**src/hw/strap_clock_defines.vh**
```
// Constants for the reset strap capture and clock ratio decoder.
// Assumes it is included by bare name from the design files only.
`ifndef STRAP_CLOCK_DEFINES_VH
`define STRAP_CLOCK_DEFINES_VH

// Platform ratio strap codes.
`define PLAT_CODE_X16 4'h0
`define PLAT_CODE_X2 4'h2
`define PLAT_CODE_X3 4'h3
`define PLAT_CODE_X4 4'h4
`define PLAT_CODE_X5 4'h5
`define PLAT_CODE_X6 4'h6
`define PLAT_CODE_X8 4'h8
`define PLAT_CODE_X9 4'h9
`define PLAT_CODE_X10 4'hA
`define PLAT_CODE_X12 4'hC
// Reserved platform ratio strap codes.
`define PLAT_CODE_RSV1 4'h1
`define PLAT_CODE_RSV7 4'h7
`define PLAT_CODE_RSVB 4'hB
`define PLAT_CODE_RSVD 4'hD
`define PLAT_CODE_RSVE 4'hE
`define PLAT_CODE_RSVF 4'hF
// Platform multipliers set by constant; only 16 and none do not follow the code value.
`define PLAT_MULT_16 5'h10
`define PLAT_MULT_8 5'h08
`define PLAT_MULT_9 5'h09
`define PLAT_MULT_10 5'h0A
`define PLAT_MULT_12 5'h0C
`define PLAT_MULT_NONE 5'h00

// Core ratio in half steps: 2:1, 5:2, 3:1, 7:2.
`define CORE_X2_CODE00 3'h4
`define CORE_X2_CODE01 3'h5
`define CORE_X2_CODE10 3'h6
`define CORE_X2_CODE11 3'h7

// Frequency limits in MHz.
`define PLATFORM_MIN_MHZ 200
`define CORE_MIN_MHZ 400
`define CORE_MAX_MHZ 1000
// Scale from MHz to kHz, plain and doubled for the half-step core figure.
`define KHZ_PER_MHZ 32'h0000_03E8
`define KHZ_PER_MHZ_X2 32'h0000_07D0
// System input clock rate in kHz (clk at 100 MHz).
`define SYS_CLK_KHZ 100000
// Memory bus runs at platform clock divided by this.
`define MEM_BUS_DIV 2
// Level driven on the reset-driven output while in reset.
`define RESET_DRIVE_LEVEL 1'b0

`endif

```
**src/hw/reset_strap_clock_ratio_config.v**
```verilog
// Reset strap capture and clock ratio decoder.
// Assumes straps are synchronous to clk, which is the system input clock,
// and that a platform rate tick arrives from the clock generator.
// What this block does
// - The platform ratio has no default and is taken only from the four ratio straps at power up.
// - Codes 0010 to 0110 select a platform multiplier equal to the code value, 2 to 6.
// - Code 0000 selects a platform multiplier of 16.
// - Codes 1000, 1001, 1010 and 1100 select multipliers 8, 9, 10 and 12.
// - Two core straps, high bit first, select core ratios 2:1, 5:2, 3:1 and 7:2 for 00 to 11.
// - The platform clock paces the second-level cache, the DDR data rate and the core complex bus.
// - The memory bus clock runs at half the platform clock.
// - Strap pull-ups are enabled in reset and stay on until the strap capture edge, then turn off.
// - Designated outputs are actively driven during reset, not left floating.
// - A functional output that doubles as a strap samples it in reset and is two-way.
`timescale 1ns/1ps
`include "strap_clock_defines.vh"

module reset_strap_clock_ratio_config #(
   parameter SYS_CLK_KHZ = `SYS_CLK_KHZ,
   parameter PLATFORM_MIN_MHZ = `PLATFORM_MIN_MHZ,
   parameter CORE_MIN_MHZ = `CORE_MIN_MHZ,
   parameter CORE_MAX_MHZ = `CORE_MAX_MHZ
) (
   input wire clk,
   input wire reset_n,
   input wire [3:0] platform_ratio_strap_pins,
   input wire core_ratio_strap_high,
   input wire core_ratio_strap_low,
   input wire pci_width_strap,
   input wire platform_clk_tick,
   input wire dual_cfg_pin_in,
   input wire dual_func_data,
   input wire reset_driven_data,
   output reg strap_pullup_en,
   output reg config_done,
   output reg [4:0] platform_mult,
   output reg platform_ratio_invalid,
   output reg [2:0] core_ratio_x2,
   output reg pci_64bit,
   output reg dual_cfg_strap,
   output reg platform_too_slow,
   output reg core_too_slow,
   output reg core_too_fast,
   output reg l2_clk_en,
   output reg ddr_rate_en,
   output reg ccb_clk_en,
   output reg mem_bus_clk_en,
   output reg mem_bus_clk,
   output reg dual_cfg_pin_out,
   output reg dual_cfg_pin_oe,
   output reg reset_driven_out,
   output reg reset_driven_oe
);

   // ******************************************************
   // Reset release
   // ******************************************************
   reg [1:0] rst_sync_reg;
   wire rst_n_int;

   always @(posedge clk or negedge reset_n) begin
      if (!reset_n) begin
         rst_sync_reg <= 2'h0;
      end else begin
         rst_sync_reg <= {rst_sync_reg[0], 1'b1};
      end
   end

   assign rst_n_int = rst_sync_reg[1];

   // ******************************************************
   // Strap decoding
   // ******************************************************
   reg [4:0] plat_mult_next;
   reg plat_invalid_next;
   reg [2:0] core_x2_next;
   reg [31:0] plat_khz_next;
   reg [31:0] core_khz_x2_next;

   always @* begin
      plat_mult_next = `PLAT_MULT_NONE;
      plat_invalid_next = 1'b0;
      case (platform_ratio_strap_pins)
         `PLAT_CODE_X16: begin
            plat_mult_next = `PLAT_MULT_16;
         end
         `PLAT_CODE_X8: begin
            plat_mult_next = `PLAT_MULT_8;
         end
         `PLAT_CODE_X9: begin
            plat_mult_next = `PLAT_MULT_9;
         end
         `PLAT_CODE_X10: begin
            plat_mult_next = `PLAT_MULT_10;
         end
         `PLAT_CODE_X12: begin
            plat_mult_next = `PLAT_MULT_12;
         end
         `PLAT_CODE_X2: begin
            plat_mult_next = {1'b0, platform_ratio_strap_pins};
         end
         `PLAT_CODE_X3: begin
            plat_mult_next = {1'b0, platform_ratio_strap_pins};
         end
         `PLAT_CODE_X4: begin
            plat_mult_next = {1'b0, platform_ratio_strap_pins};
         end
         `PLAT_CODE_X5: begin
            plat_mult_next = {1'b0, platform_ratio_strap_pins};
         end
         `PLAT_CODE_X6: begin
            plat_mult_next = {1'b0, platform_ratio_strap_pins};
         end
         `PLAT_CODE_RSV1,
         `PLAT_CODE_RSV7,
         `PLAT_CODE_RSVB,
         `PLAT_CODE_RSVD,
         `PLAT_CODE_RSVE,
         `PLAT_CODE_RSVF: begin
            plat_invalid_next = 1'b1;
         end
         default: begin
            plat_invalid_next = 1'b1;
         end
      endcase
   end

   always @* begin
      case ({core_ratio_strap_high, core_ratio_strap_low})
         2'h0: begin
            core_x2_next = `CORE_X2_CODE00;
         end
         2'h1: begin
            core_x2_next = `CORE_X2_CODE01;
         end
         2'h2: begin
            core_x2_next = `CORE_X2_CODE10;
         end
         default: begin
            core_x2_next = `CORE_X2_CODE11;
         end
      endcase
   end

   // ******************************************************
   // Frequency estimate
   // ******************************************************
   // Frequencies in kHz; the core figure is doubled to keep half steps exact.
   always @* begin
      plat_khz_next = SYS_CLK_KHZ * {27'h000_0000, plat_mult_next};
      core_khz_x2_next = plat_khz_next * {29'h0000_0000, core_x2_next};
   end

   // ******************************************************
   // Range checks
   // ******************************************************
   // Limits in kHz; the core limits are doubled to match the core figure.
   localparam [31:0] PLAT_MIN_KHZ = PLATFORM_MIN_MHZ * `KHZ_PER_MHZ;
   localparam [31:0] CORE_MIN_KHZ_X2 = CORE_MIN_MHZ * `KHZ_PER_MHZ_X2;
   localparam [31:0] CORE_MAX_KHZ_X2 = CORE_MAX_MHZ * `KHZ_PER_MHZ_X2;
   reg plat_slow_next;
   reg core_slow_next;
   reg core_fast_next;

   // A missing platform ratio reads as zero, so it also trips both slow flags.
   always @* begin
      plat_slow_next = (plat_khz_next < PLAT_MIN_KHZ);
      core_slow_next = (core_khz_x2_next < CORE_MIN_KHZ_X2);
      core_fast_next = (core_khz_x2_next > CORE_MAX_KHZ_X2);
   end

   // ******************************************************
   // Capture sequencer
   // ******************************************************
   localparam [1:0] ST_RESET = 2'h0;
   localparam [1:0] ST_CAPTURE = 2'h1;
   localparam [1:0] ST_RUN = 2'h2;

   reg [1:0] state_reg;
   reg [1:0] state_next;
   wire capture_en;
   wire run_next;

   always @* begin
      case (state_reg)
         ST_RESET: begin
            state_next = ST_CAPTURE;
         end
         ST_CAPTURE: begin
            state_next = ST_RUN;
         end
         ST_RUN: begin
            state_next = ST_RUN;
         end
         default: begin
            state_next = ST_RESET;
         end
      endcase
   end

   // Straps are sampled on the one edge that leaves the capture state.
   assign capture_en = (state_reg == ST_CAPTURE);
   assign run_next = (state_next == ST_RUN);

   always @(posedge clk or negedge rst_n_int) begin
      if (!rst_n_int) begin
         state_reg <= ST_RESET;
         strap_pullup_en <= 1'b1;
         config_done <= 1'b0;
      end else begin
         state_reg <= state_next;
         // Pull-ups stay on through the capture edge, then drop.
         strap_pullup_en <= !run_next;
         config_done <= run_next;
      end
   end

   // ******************************************************
   // Capture registers
   // ******************************************************
   // Captured values change only on the single capture cycle.
   always @(posedge clk or negedge rst_n_int) begin
      if (!rst_n_int) begin
         platform_mult <= `PLAT_MULT_NONE;
         platform_ratio_invalid <= 1'b0;
         core_ratio_x2 <= `CORE_X2_CODE00;
         pci_64bit <= 1'b0;
         dual_cfg_strap <= 1'b0;
         platform_too_slow <= 1'b0;
         core_too_slow <= 1'b0;
         core_too_fast <= 1'b0;
      end else if (capture_en) begin
         platform_mult <= plat_mult_next;
         platform_ratio_invalid <= plat_invalid_next;
         core_ratio_x2 <= core_x2_next;
         pci_64bit <= ~pci_width_strap;
         dual_cfg_strap <= dual_cfg_pin_in;
         // Range checks report board mistakes; they do not change the ratios.
         platform_too_slow <= plat_slow_next;
         core_too_slow <= core_slow_next;
         core_too_fast <= core_fast_next;
      end
   end

   // ******************************************************
   // Platform clock distribution
   // ******************************************************
   reg mem_phase_reg;
   wire run_tick;

   // No enables leave the block without a valid ratio.
   assign run_tick = platform_clk_tick && config_done && !platform_ratio_invalid;

   always @(posedge clk or negedge rst_n_int) begin
      if (!rst_n_int) begin
         l2_clk_en <= 1'b0;
         ddr_rate_en <= 1'b0;
         ccb_clk_en <= 1'b0;
      end else begin
         l2_clk_en <= run_tick;
         ddr_rate_en <= run_tick;
         ccb_clk_en <= run_tick;
      end
   end

   // ******************************************************
   // Memory bus divider
   // ******************************************************
   // Two platform ticks make one memory bus period; the enable marks every second tick.
   always @(posedge clk or negedge rst_n_int) begin
      if (!rst_n_int) begin
         mem_bus_clk_en <= 1'b0;
         mem_bus_clk <= 1'b0;
         mem_phase_reg <= 1'b0;
      end else begin
         mem_bus_clk_en <= run_tick && mem_phase_reg;
         if (run_tick) begin
            mem_phase_reg <= ~mem_phase_reg;
            mem_bus_clk <= ~mem_bus_clk;
         end
      end
   end

   // ******************************************************
   // Pins shared with reset behaviour
   // ******************************************************
   always @(posedge clk or negedge rst_n_int) begin
      if (!rst_n_int) begin
         dual_cfg_pin_out <= 1'b0;
         dual_cfg_pin_oe <= 1'b0;
         reset_driven_out <= `RESET_DRIVE_LEVEL;
         reset_driven_oe <= 1'b1;
      end else begin
         // The shared pin listens until capture is over, then drives.
         dual_cfg_pin_oe <= run_next;
         dual_cfg_pin_out <= run_next ? dual_func_data : 1'b0;
         reset_driven_oe <= 1'b1;
         reset_driven_out <= run_next ? reset_driven_data : `RESET_DRIVE_LEVEL;
      end
   end

endmodule // reset_strap_clock_ratio_config

```
**config.mk**
```make
export PLATFORM = sky130hd
export DESIGN_NAME = reset_strap_clock_ratio_config
export DESIGN_NICKNAME = d
export VERILOG_FILES = /design/src/hw/reset_strap_clock_ratio_config.v
export VERILOG_INCLUDE_DIRS = /design/src /design/src/hw
export SDC_FILE = /design/constraint.sdc
export NUM_CORES = 1
export LEC_CHECK = 0
export BUFFER_PORTS_ARGS = -buffer_cell sky130_fd_sc_hd__buf_4
export CAP_MARGIN = 20
export CORE_MARGIN = 3
export CORE_UTILIZATION = 50
export DETAILED_ROUTE_END_ITERATION = 7
export HOLD_SLACK_MARGIN = 0.05
export PLACE_DENSITY = 0.77
export SLEW_MARGIN = 25
export SYNTH_ARGS = -nofsm -noshare
export SYNTH_HDL_FRONTEND = slang
export SYNTH_SLANG_ARGS = --single-unit
```
**constraint.sdc**
```tcl
create_clock -name clk -period 1.9 [get_ports clk]
set_input_delay 0.38 -clock clk [delete_from_list [all_inputs] [get_ports clk]]
set_output_delay 0.38 -clock clk [all_outputs]
set_load 0.005 [all_outputs]
```
### Word-level counts from Yosys, hierarchy flattened

Index checks and enable logic that the tools add are counted.

| word-level totals | value |
|---|---|
| word-level logic and storage cells | 63 |
| input port bits | 13 |
| output and inout bits | 25 |
| register bits | 26 |

| operators by class | value |
|---|---|
| eq/ne operators | 20 |
| mux-type cells | 6 |
| $lt $le $gt $ge | 3 |
| reduce and logical (&&, ||, !) cells | 11 |
| multipliers | 2 |
| bitwise operators | 3 |

Operators with widths:

| operator | number |
|---|---|
| equality test 4 bit, second input constant | 8 |
| one-hot mux 5 bit (6 select lines) | 1 |
| greater-than comparator 25 x 21 -> 1 bit, second input constant | 1 |
| < comparator 25 x 20 -> 1 bit, second input constant | 1 |
| < comparator 22 x 18 -> 1 bit, second input constant | 1 |
| multiplier 17 x 3 -> 20 bit | 1 |
| multiplier 12 x 5 -> 17 bit, first input constant | 1 |
| equality test 4 x 3 -> 1 bit, second input constant | 4 |
| equality test 4 x 2 -> 1 bit, second input constant | 2 |
| equality test 2 bit, second input constant | 3 |
| one-hot mux 2 bit (3 select lines) | 1 |
| OR reduction 6 bit | 1 |
| OR reduction 5 bit | 1 |
| equality test 2 x 1 -> 1 bit, second input constant | 2 |
| equality test 4 x 1 -> 1 bit, second input constant | 1 |
| logical NOT 2 bit | 2 |
| logical NOT 4 bit | 1 |
| one-hot mux 2 bit (2 select lines) | 1 |
| logical AND 1 bit | 3 |
| 2-to-1 mux 1 bit | 3 |
| inverter 1 bit | 3 |
| logical NOT 1 bit | 2 |
| OR reduction 2 bit | 1 |

### Logic depth before layout (Yosys ltp)

| depth | value |
|---|---|
| depth in word-level cells | 6 |
| depth in mapped cells | 27 |

### Worst setup path before layout

No wires, ideal clock.

| timing | value |
|---|---|
| path type | input -> register |
| from | input port platform_ratio_strap_pins[1] |
| to | register core_too_slow |
| arrival | 5,622 ps |
| cell stages on the path | 24 |
| buffers on the path | 1 |
| required time | 1,778 ps |
| slack | -3,844 ps |
| library setup time | 122 ps |
| cell sequence | clkbuf_1 nor4_1 ha_1 xnor2_1 ha_1 ha_1 ha_1 nand3_1 a211oi_1 a21o_1 a21oi_1 xnor2_1 nand2_1 fa_1 inv_1 ha_1 a31oi_1 a31o_2 a211oi_1 nor2_1 nor4b_1 nor3_1 a41o_1 a32o_1 |

| on the way | value |
|---|---|
| word-level cells in the longest chain between the ends | 6 |
| elaborated cells between the ends (all ways) | 15 |

Ends and longest elaborated chain:

| what | line | source |
|---|---|---|
| from (decl) | reset_strap_clock_ratio_config.v:26 | `input wire [3:0] platform_ratio_strap_pins,` |
| equality test 4 x 3 -> 1 bit or equality test 4 x 2 -> 1 bit (tied branches) | reset_strap_clock_ratio_config.v:83 | `case (platform_ratio_strap_pins)` |
| OR reduction 5 bit (no line) | n/a |  |
| one-hot mux 5 bit (6 select lines) * | reset_strap_clock_ratio_config.v:83 |  |
| net plat_mult_next[4] | reset_strap_clock_ratio_config.v:74 | `reg [4:0] plat_mult_next;` |
| multiplier 12 x 5 -> 17 bit * | reset_strap_clock_ratio_config.v:150 | `plat_khz_next = SYS_CLK_KHZ * {27'h000_0000, plat_mult_next};` |
| multiplier 17 x 3 -> 20 bit * | reset_strap_clock_ratio_config.v:151 | `core_khz_x2_next = plat_khz_next * {29'h0000_0000, core_x2_next};` |
| < comparator 25 x 20 -> 1 bit * | reset_strap_clock_ratio_config.v:168 | `core_slow_next = (core_khz_x2_next < CORE_MIN_KHZ_X2);` |
| to (signal assigned) | reset_strap_clock_ratio_config.v:240 | `core_too_slow <= core_slow_next;` |
| to (decl) | reset_strap_clock_ratio_config.v:42 | `output reg core_too_slow,` |

The timed path passes the listed nets; every way through them passes the cells marked *.
A chain may end at the register's enable or synchronous reset.

### Worst setup path in the final report

| timing | value |
|---|---|
| from | input port platform_ratio_strap_pins[2] |
| to | register core_too_slow |

Same word-level chain as after synthesis.

==> flow_summary_export.csv <==
group,metric,value,unit
drt,drt_iter0_markers,195,
placed_design,port_buffers,35,
cells_and_area,final_layout_size_suffix_gt1_frac,0.438,
sta,finalHoldViolations,0,
pwr,powerDensity,815,nW/um^2
placed_design,gp_congestion,0.835,
setup_path,critPathLaunchType,"input port",
logic_synthesis,yosys_warnings,0,
logic_synthesis,synthCells,373,
placed_design,dp_hpwl,6510,um
drt,vias,3175,
global_route,track_usage,0.231,
setup_path,end_kind,"register",
sta,min_period,5.23,ns
logic_synthesis,yosysUniqueCellTypes,57,
setup_path,crit_top_cell,"ha_4",
sta,max_freq,191,MHz
clock_network,ctsLongestPathBuffers,2,
drt,drc,0,
clock_network,cts-root-buf,"clkbuf_8",
setup_path,cp_max_fo,6,
placed_design,dp_slack,-3.66,ns
die,ios,38,
setup_path,critical_path_class,"in -> reg",
drt,ant_nets,0,
die,fp.dieW,85.9,um
cells_and_area,diodes,0,
sta,slew_violations,0,
cells_and_area,num-fill-cells,355,
logic_synthesis,synth-edff-count,0,
clock_network,cts_tree,"done",
sta,skew,0.00543,ns
logic_synthesis,synth_seq_area_share,0.189,
clock_network,clkTransAtPathRegs,0.08,ns
global_route,grt_pass1_vias,3117,
drt,viasPerCell,5.66,
clock_network,cts_htree_levels,1,
sta,finalCritPeriodShare,2.75,
min_path,hold_class,"reg -> async",
drt,routed_wl,9530,um
die,fp-row-count,28,
die,start_util,0.526,
logic_synthesis,ys_async_sr_fraction,1.00,
drt,routedWlPerCell,17.0,um
sta,setup_slack,-3.33,ns
sta,finalSetupViolCount,3,
pwr,p_leak,2.42,nW
status,status,"finished, violations left",
setup_path,slowest_stage,"fa_1",
logic_synthesis,syn_area,3190,um^2
setup_path,critical_path_required,2.07,ns
drt,drt_pass1_iterations,7,
pwr,irDropWorstVdd,590,uV
global_route,grt_pass1_wl,13800,um
global_route,grt_max_degree,23,
setup_path,critPathArrivalTime,5.39,ns
logic_synthesis,postSynthAreaPerCell,8.55,um^2
cells_and_area,fin_nets,566,
logic_synthesis,synthFlopType,"dfrtp_1",
global_route,antenna_found_initial,0,
global_route,grt-ovfl-total,0,
placed_design,dpl-instance-area,4230,um^2
job,cap_viol_max_count,0,
sta,rsz0062_at_grt,"yes",
clock_network,cts_inserted_buffers,3,
die,design.core.area,6060,um^2
cells_and_area,largest_register_ff_count,5,
cells_and_area,stdcell_area,4700,um^2
die,dieArea,7370,um^2
clock_network,clkSinkCount,24,
status,violations,"setup timing",
cells_and_area,area_growth,47.4,%
logic_synthesis,ys_seq_elements,24,
die,die_h,85.9,um
clock_network,insertion_delay,0.27,ns
setup_path,path_cells,"buf_12 > nor4_4 > ha_2 > xnor2_2 > ha_1 > ha_4 > ha_4 > a211oi_2 > nor2_1 > o31a_1 > o21ai_1 > nand2b_1 > xor2_2 > nand2_1 > fa_1 > inv_2 > ha_4 > and2_4 > a221oi_4 > nand2_2 > o31ai_2 > nor3_2 > a41o_1 > a32o_1",
setup_path,slowest_delay,0.53,ns
==> cell type report <==
cell class / count / area, um^2 / area share
well taps: 75 / 93.8 / 0.0200
multi-input cells: 283 / 2790 / 0.594
repair buffers: 123 / 962 / 0.205
clock buffers: 4 / 55.1 / 0.0117
inverters: 52 / 195 / 0.0415
flip-flops and latches: 24 / 602 / 0.128
==> worst max-delay path, delay by kind of cell <==
kind | cells | cell delay [ns]
compound gates | 7 | 1.73
xor+xnor | 2 | 0.33
fa+ha+maj | 6 | 1.78
buf+inv | 2 | 0.16
simple gates | 7 | 1.01
==> cell families after synthesis <==
family,after synthesis,share of synthesized area
adders and majority gates,67,0.302
AOI/OAI and AO/OA,71,0.163
other,2,0.00235
buffers and inverters,68,0.0859
DFF,24,0.189
xor gates and xnor gates,27,0.0741
and+or+nand+nor,106,0.155
muxes,8,0.0282
==> metrics by stage <==
| step | setup TNS [ns] | total power [mW] | util | std cells | hold slack, ns |
|---|---|---|---|---|---|
| finish | -8.28 | 3.83 | 0.776 | 561 | 0.213 |
| global route | -8.87 | 4.07 | 0.776 | 561 | 0.257 |
| CTS | -7.92 | 3.48 | 0.741 | 560 | 0.224 |
| detailed placement | -9.36 | 2.96 | 0.698 | 549 | 0.164 |
| global placement | -8.97 | 2.88 | 0.698 | 549 | 0.162 |
| floorplan | -8.54 | 2.14 | - | 375 | 0.0844 |
==> report_power, final <==
part	leakage, nW	switching [mW]	total [mW]	internal [mW]
clock network	0.0288	0.164	0.350	0.185
logic	2.10	1.47	2.86	1.39
registers	0.290	0.0418	0.620	0.578
==> path summary, 6_finish.rpt <==
path | start | to | slack [ns] | cells after the start
max in group asynchronous | reset_n | rst_sync_reg[1] | 1.38 | 2
hold / removal | rst_sync_reg[1] | reset_driven_out | 0.21 | 1
min in group clk | pci_width_strap | pci_64bit | 0.29 | 2
setup / recovery | platform_ratio_strap_pins[2] | core_too_slow | -3.33 | 24
setup reg to reg | dual_cfg_pin_oe | core_too_slow | 0.22 | 6
hold reg to reg | rst_sync_reg[1] | reset_driven_out | 0.21 | 1
==> Yosys cell counts (2+ instances only) <==
master	instances	area, um^2
nand4_1	2	12.5
nor2b_1	3	18.8
xor2_1	14	123
and2_1	7	43.8
a21boi_0	2	15.0
and3_1	3	18.8
nand3_1	3	15.0
nand2_1	44	165
xnor2_1	13	114
fa_1	17	340
nor3b_1	2	15.0
or3_1	2	12.5
or2_2	2	12.5
clkbuf_1	11	41.3
a31oi_1	5	31.3
o21ai_0	10	50.1
inv_1	52	195
o211a_1	2	20.0
a221oi_1	2	17.5
conb_1	2	7.51
nor2_1	22	82.6
o21bai_1	3	22.5
a21oi_1	14	70.1
o21a_1	4	30.0
nand2b_1	2	12.5
dfrtp_1	23	576
o21ba_2	2	20.0
a21o_1	5	37.5
ha_1	49	613
buf_4	5	37.5
nor3_1	7	35.0
mux2_2	8	90.1
nor4_1	3	18.8
a211oi_1	5	37.5
==> per-layer routing <==
metal / track usage / wire length (um)
met3: 0.0231 / 368
met5: 0 / 0
met1: 0.272 / 3680
met4: 0.0748 / 420
met2: 0.433 / 5070
==> placed cells by master (no fill, tap or decap), drive strengths merged, types with 4 or more instances in the layout <==
cell type	Yosys	final
xnor2	13	13
a31oi	5	5
nor3	7	7
o21ai	10	10
a211oi	6	6
buf	5	122
mux2	8	8
a21o	6	6
xor2	14	14
nand2	44	44
conb	2	4
o21a	4	4
and2	7	7
a21oi	15	15
dfrtp	23	23
inv	52	52
clkbuf	11	4
fa	17	17
ha	49	49
nor2	22	22
==> what timing repair did <==
action	in CTS	in global routing
hold endpoints to repair	2	0
resized for setup	37	34
cloned	0	0
setup endpoints to repair	3	3
hold buffers	1	0
pin swaps	26	18
setup buffers	6	1
No activity file was read; power rests on OpenSTA's default activity.
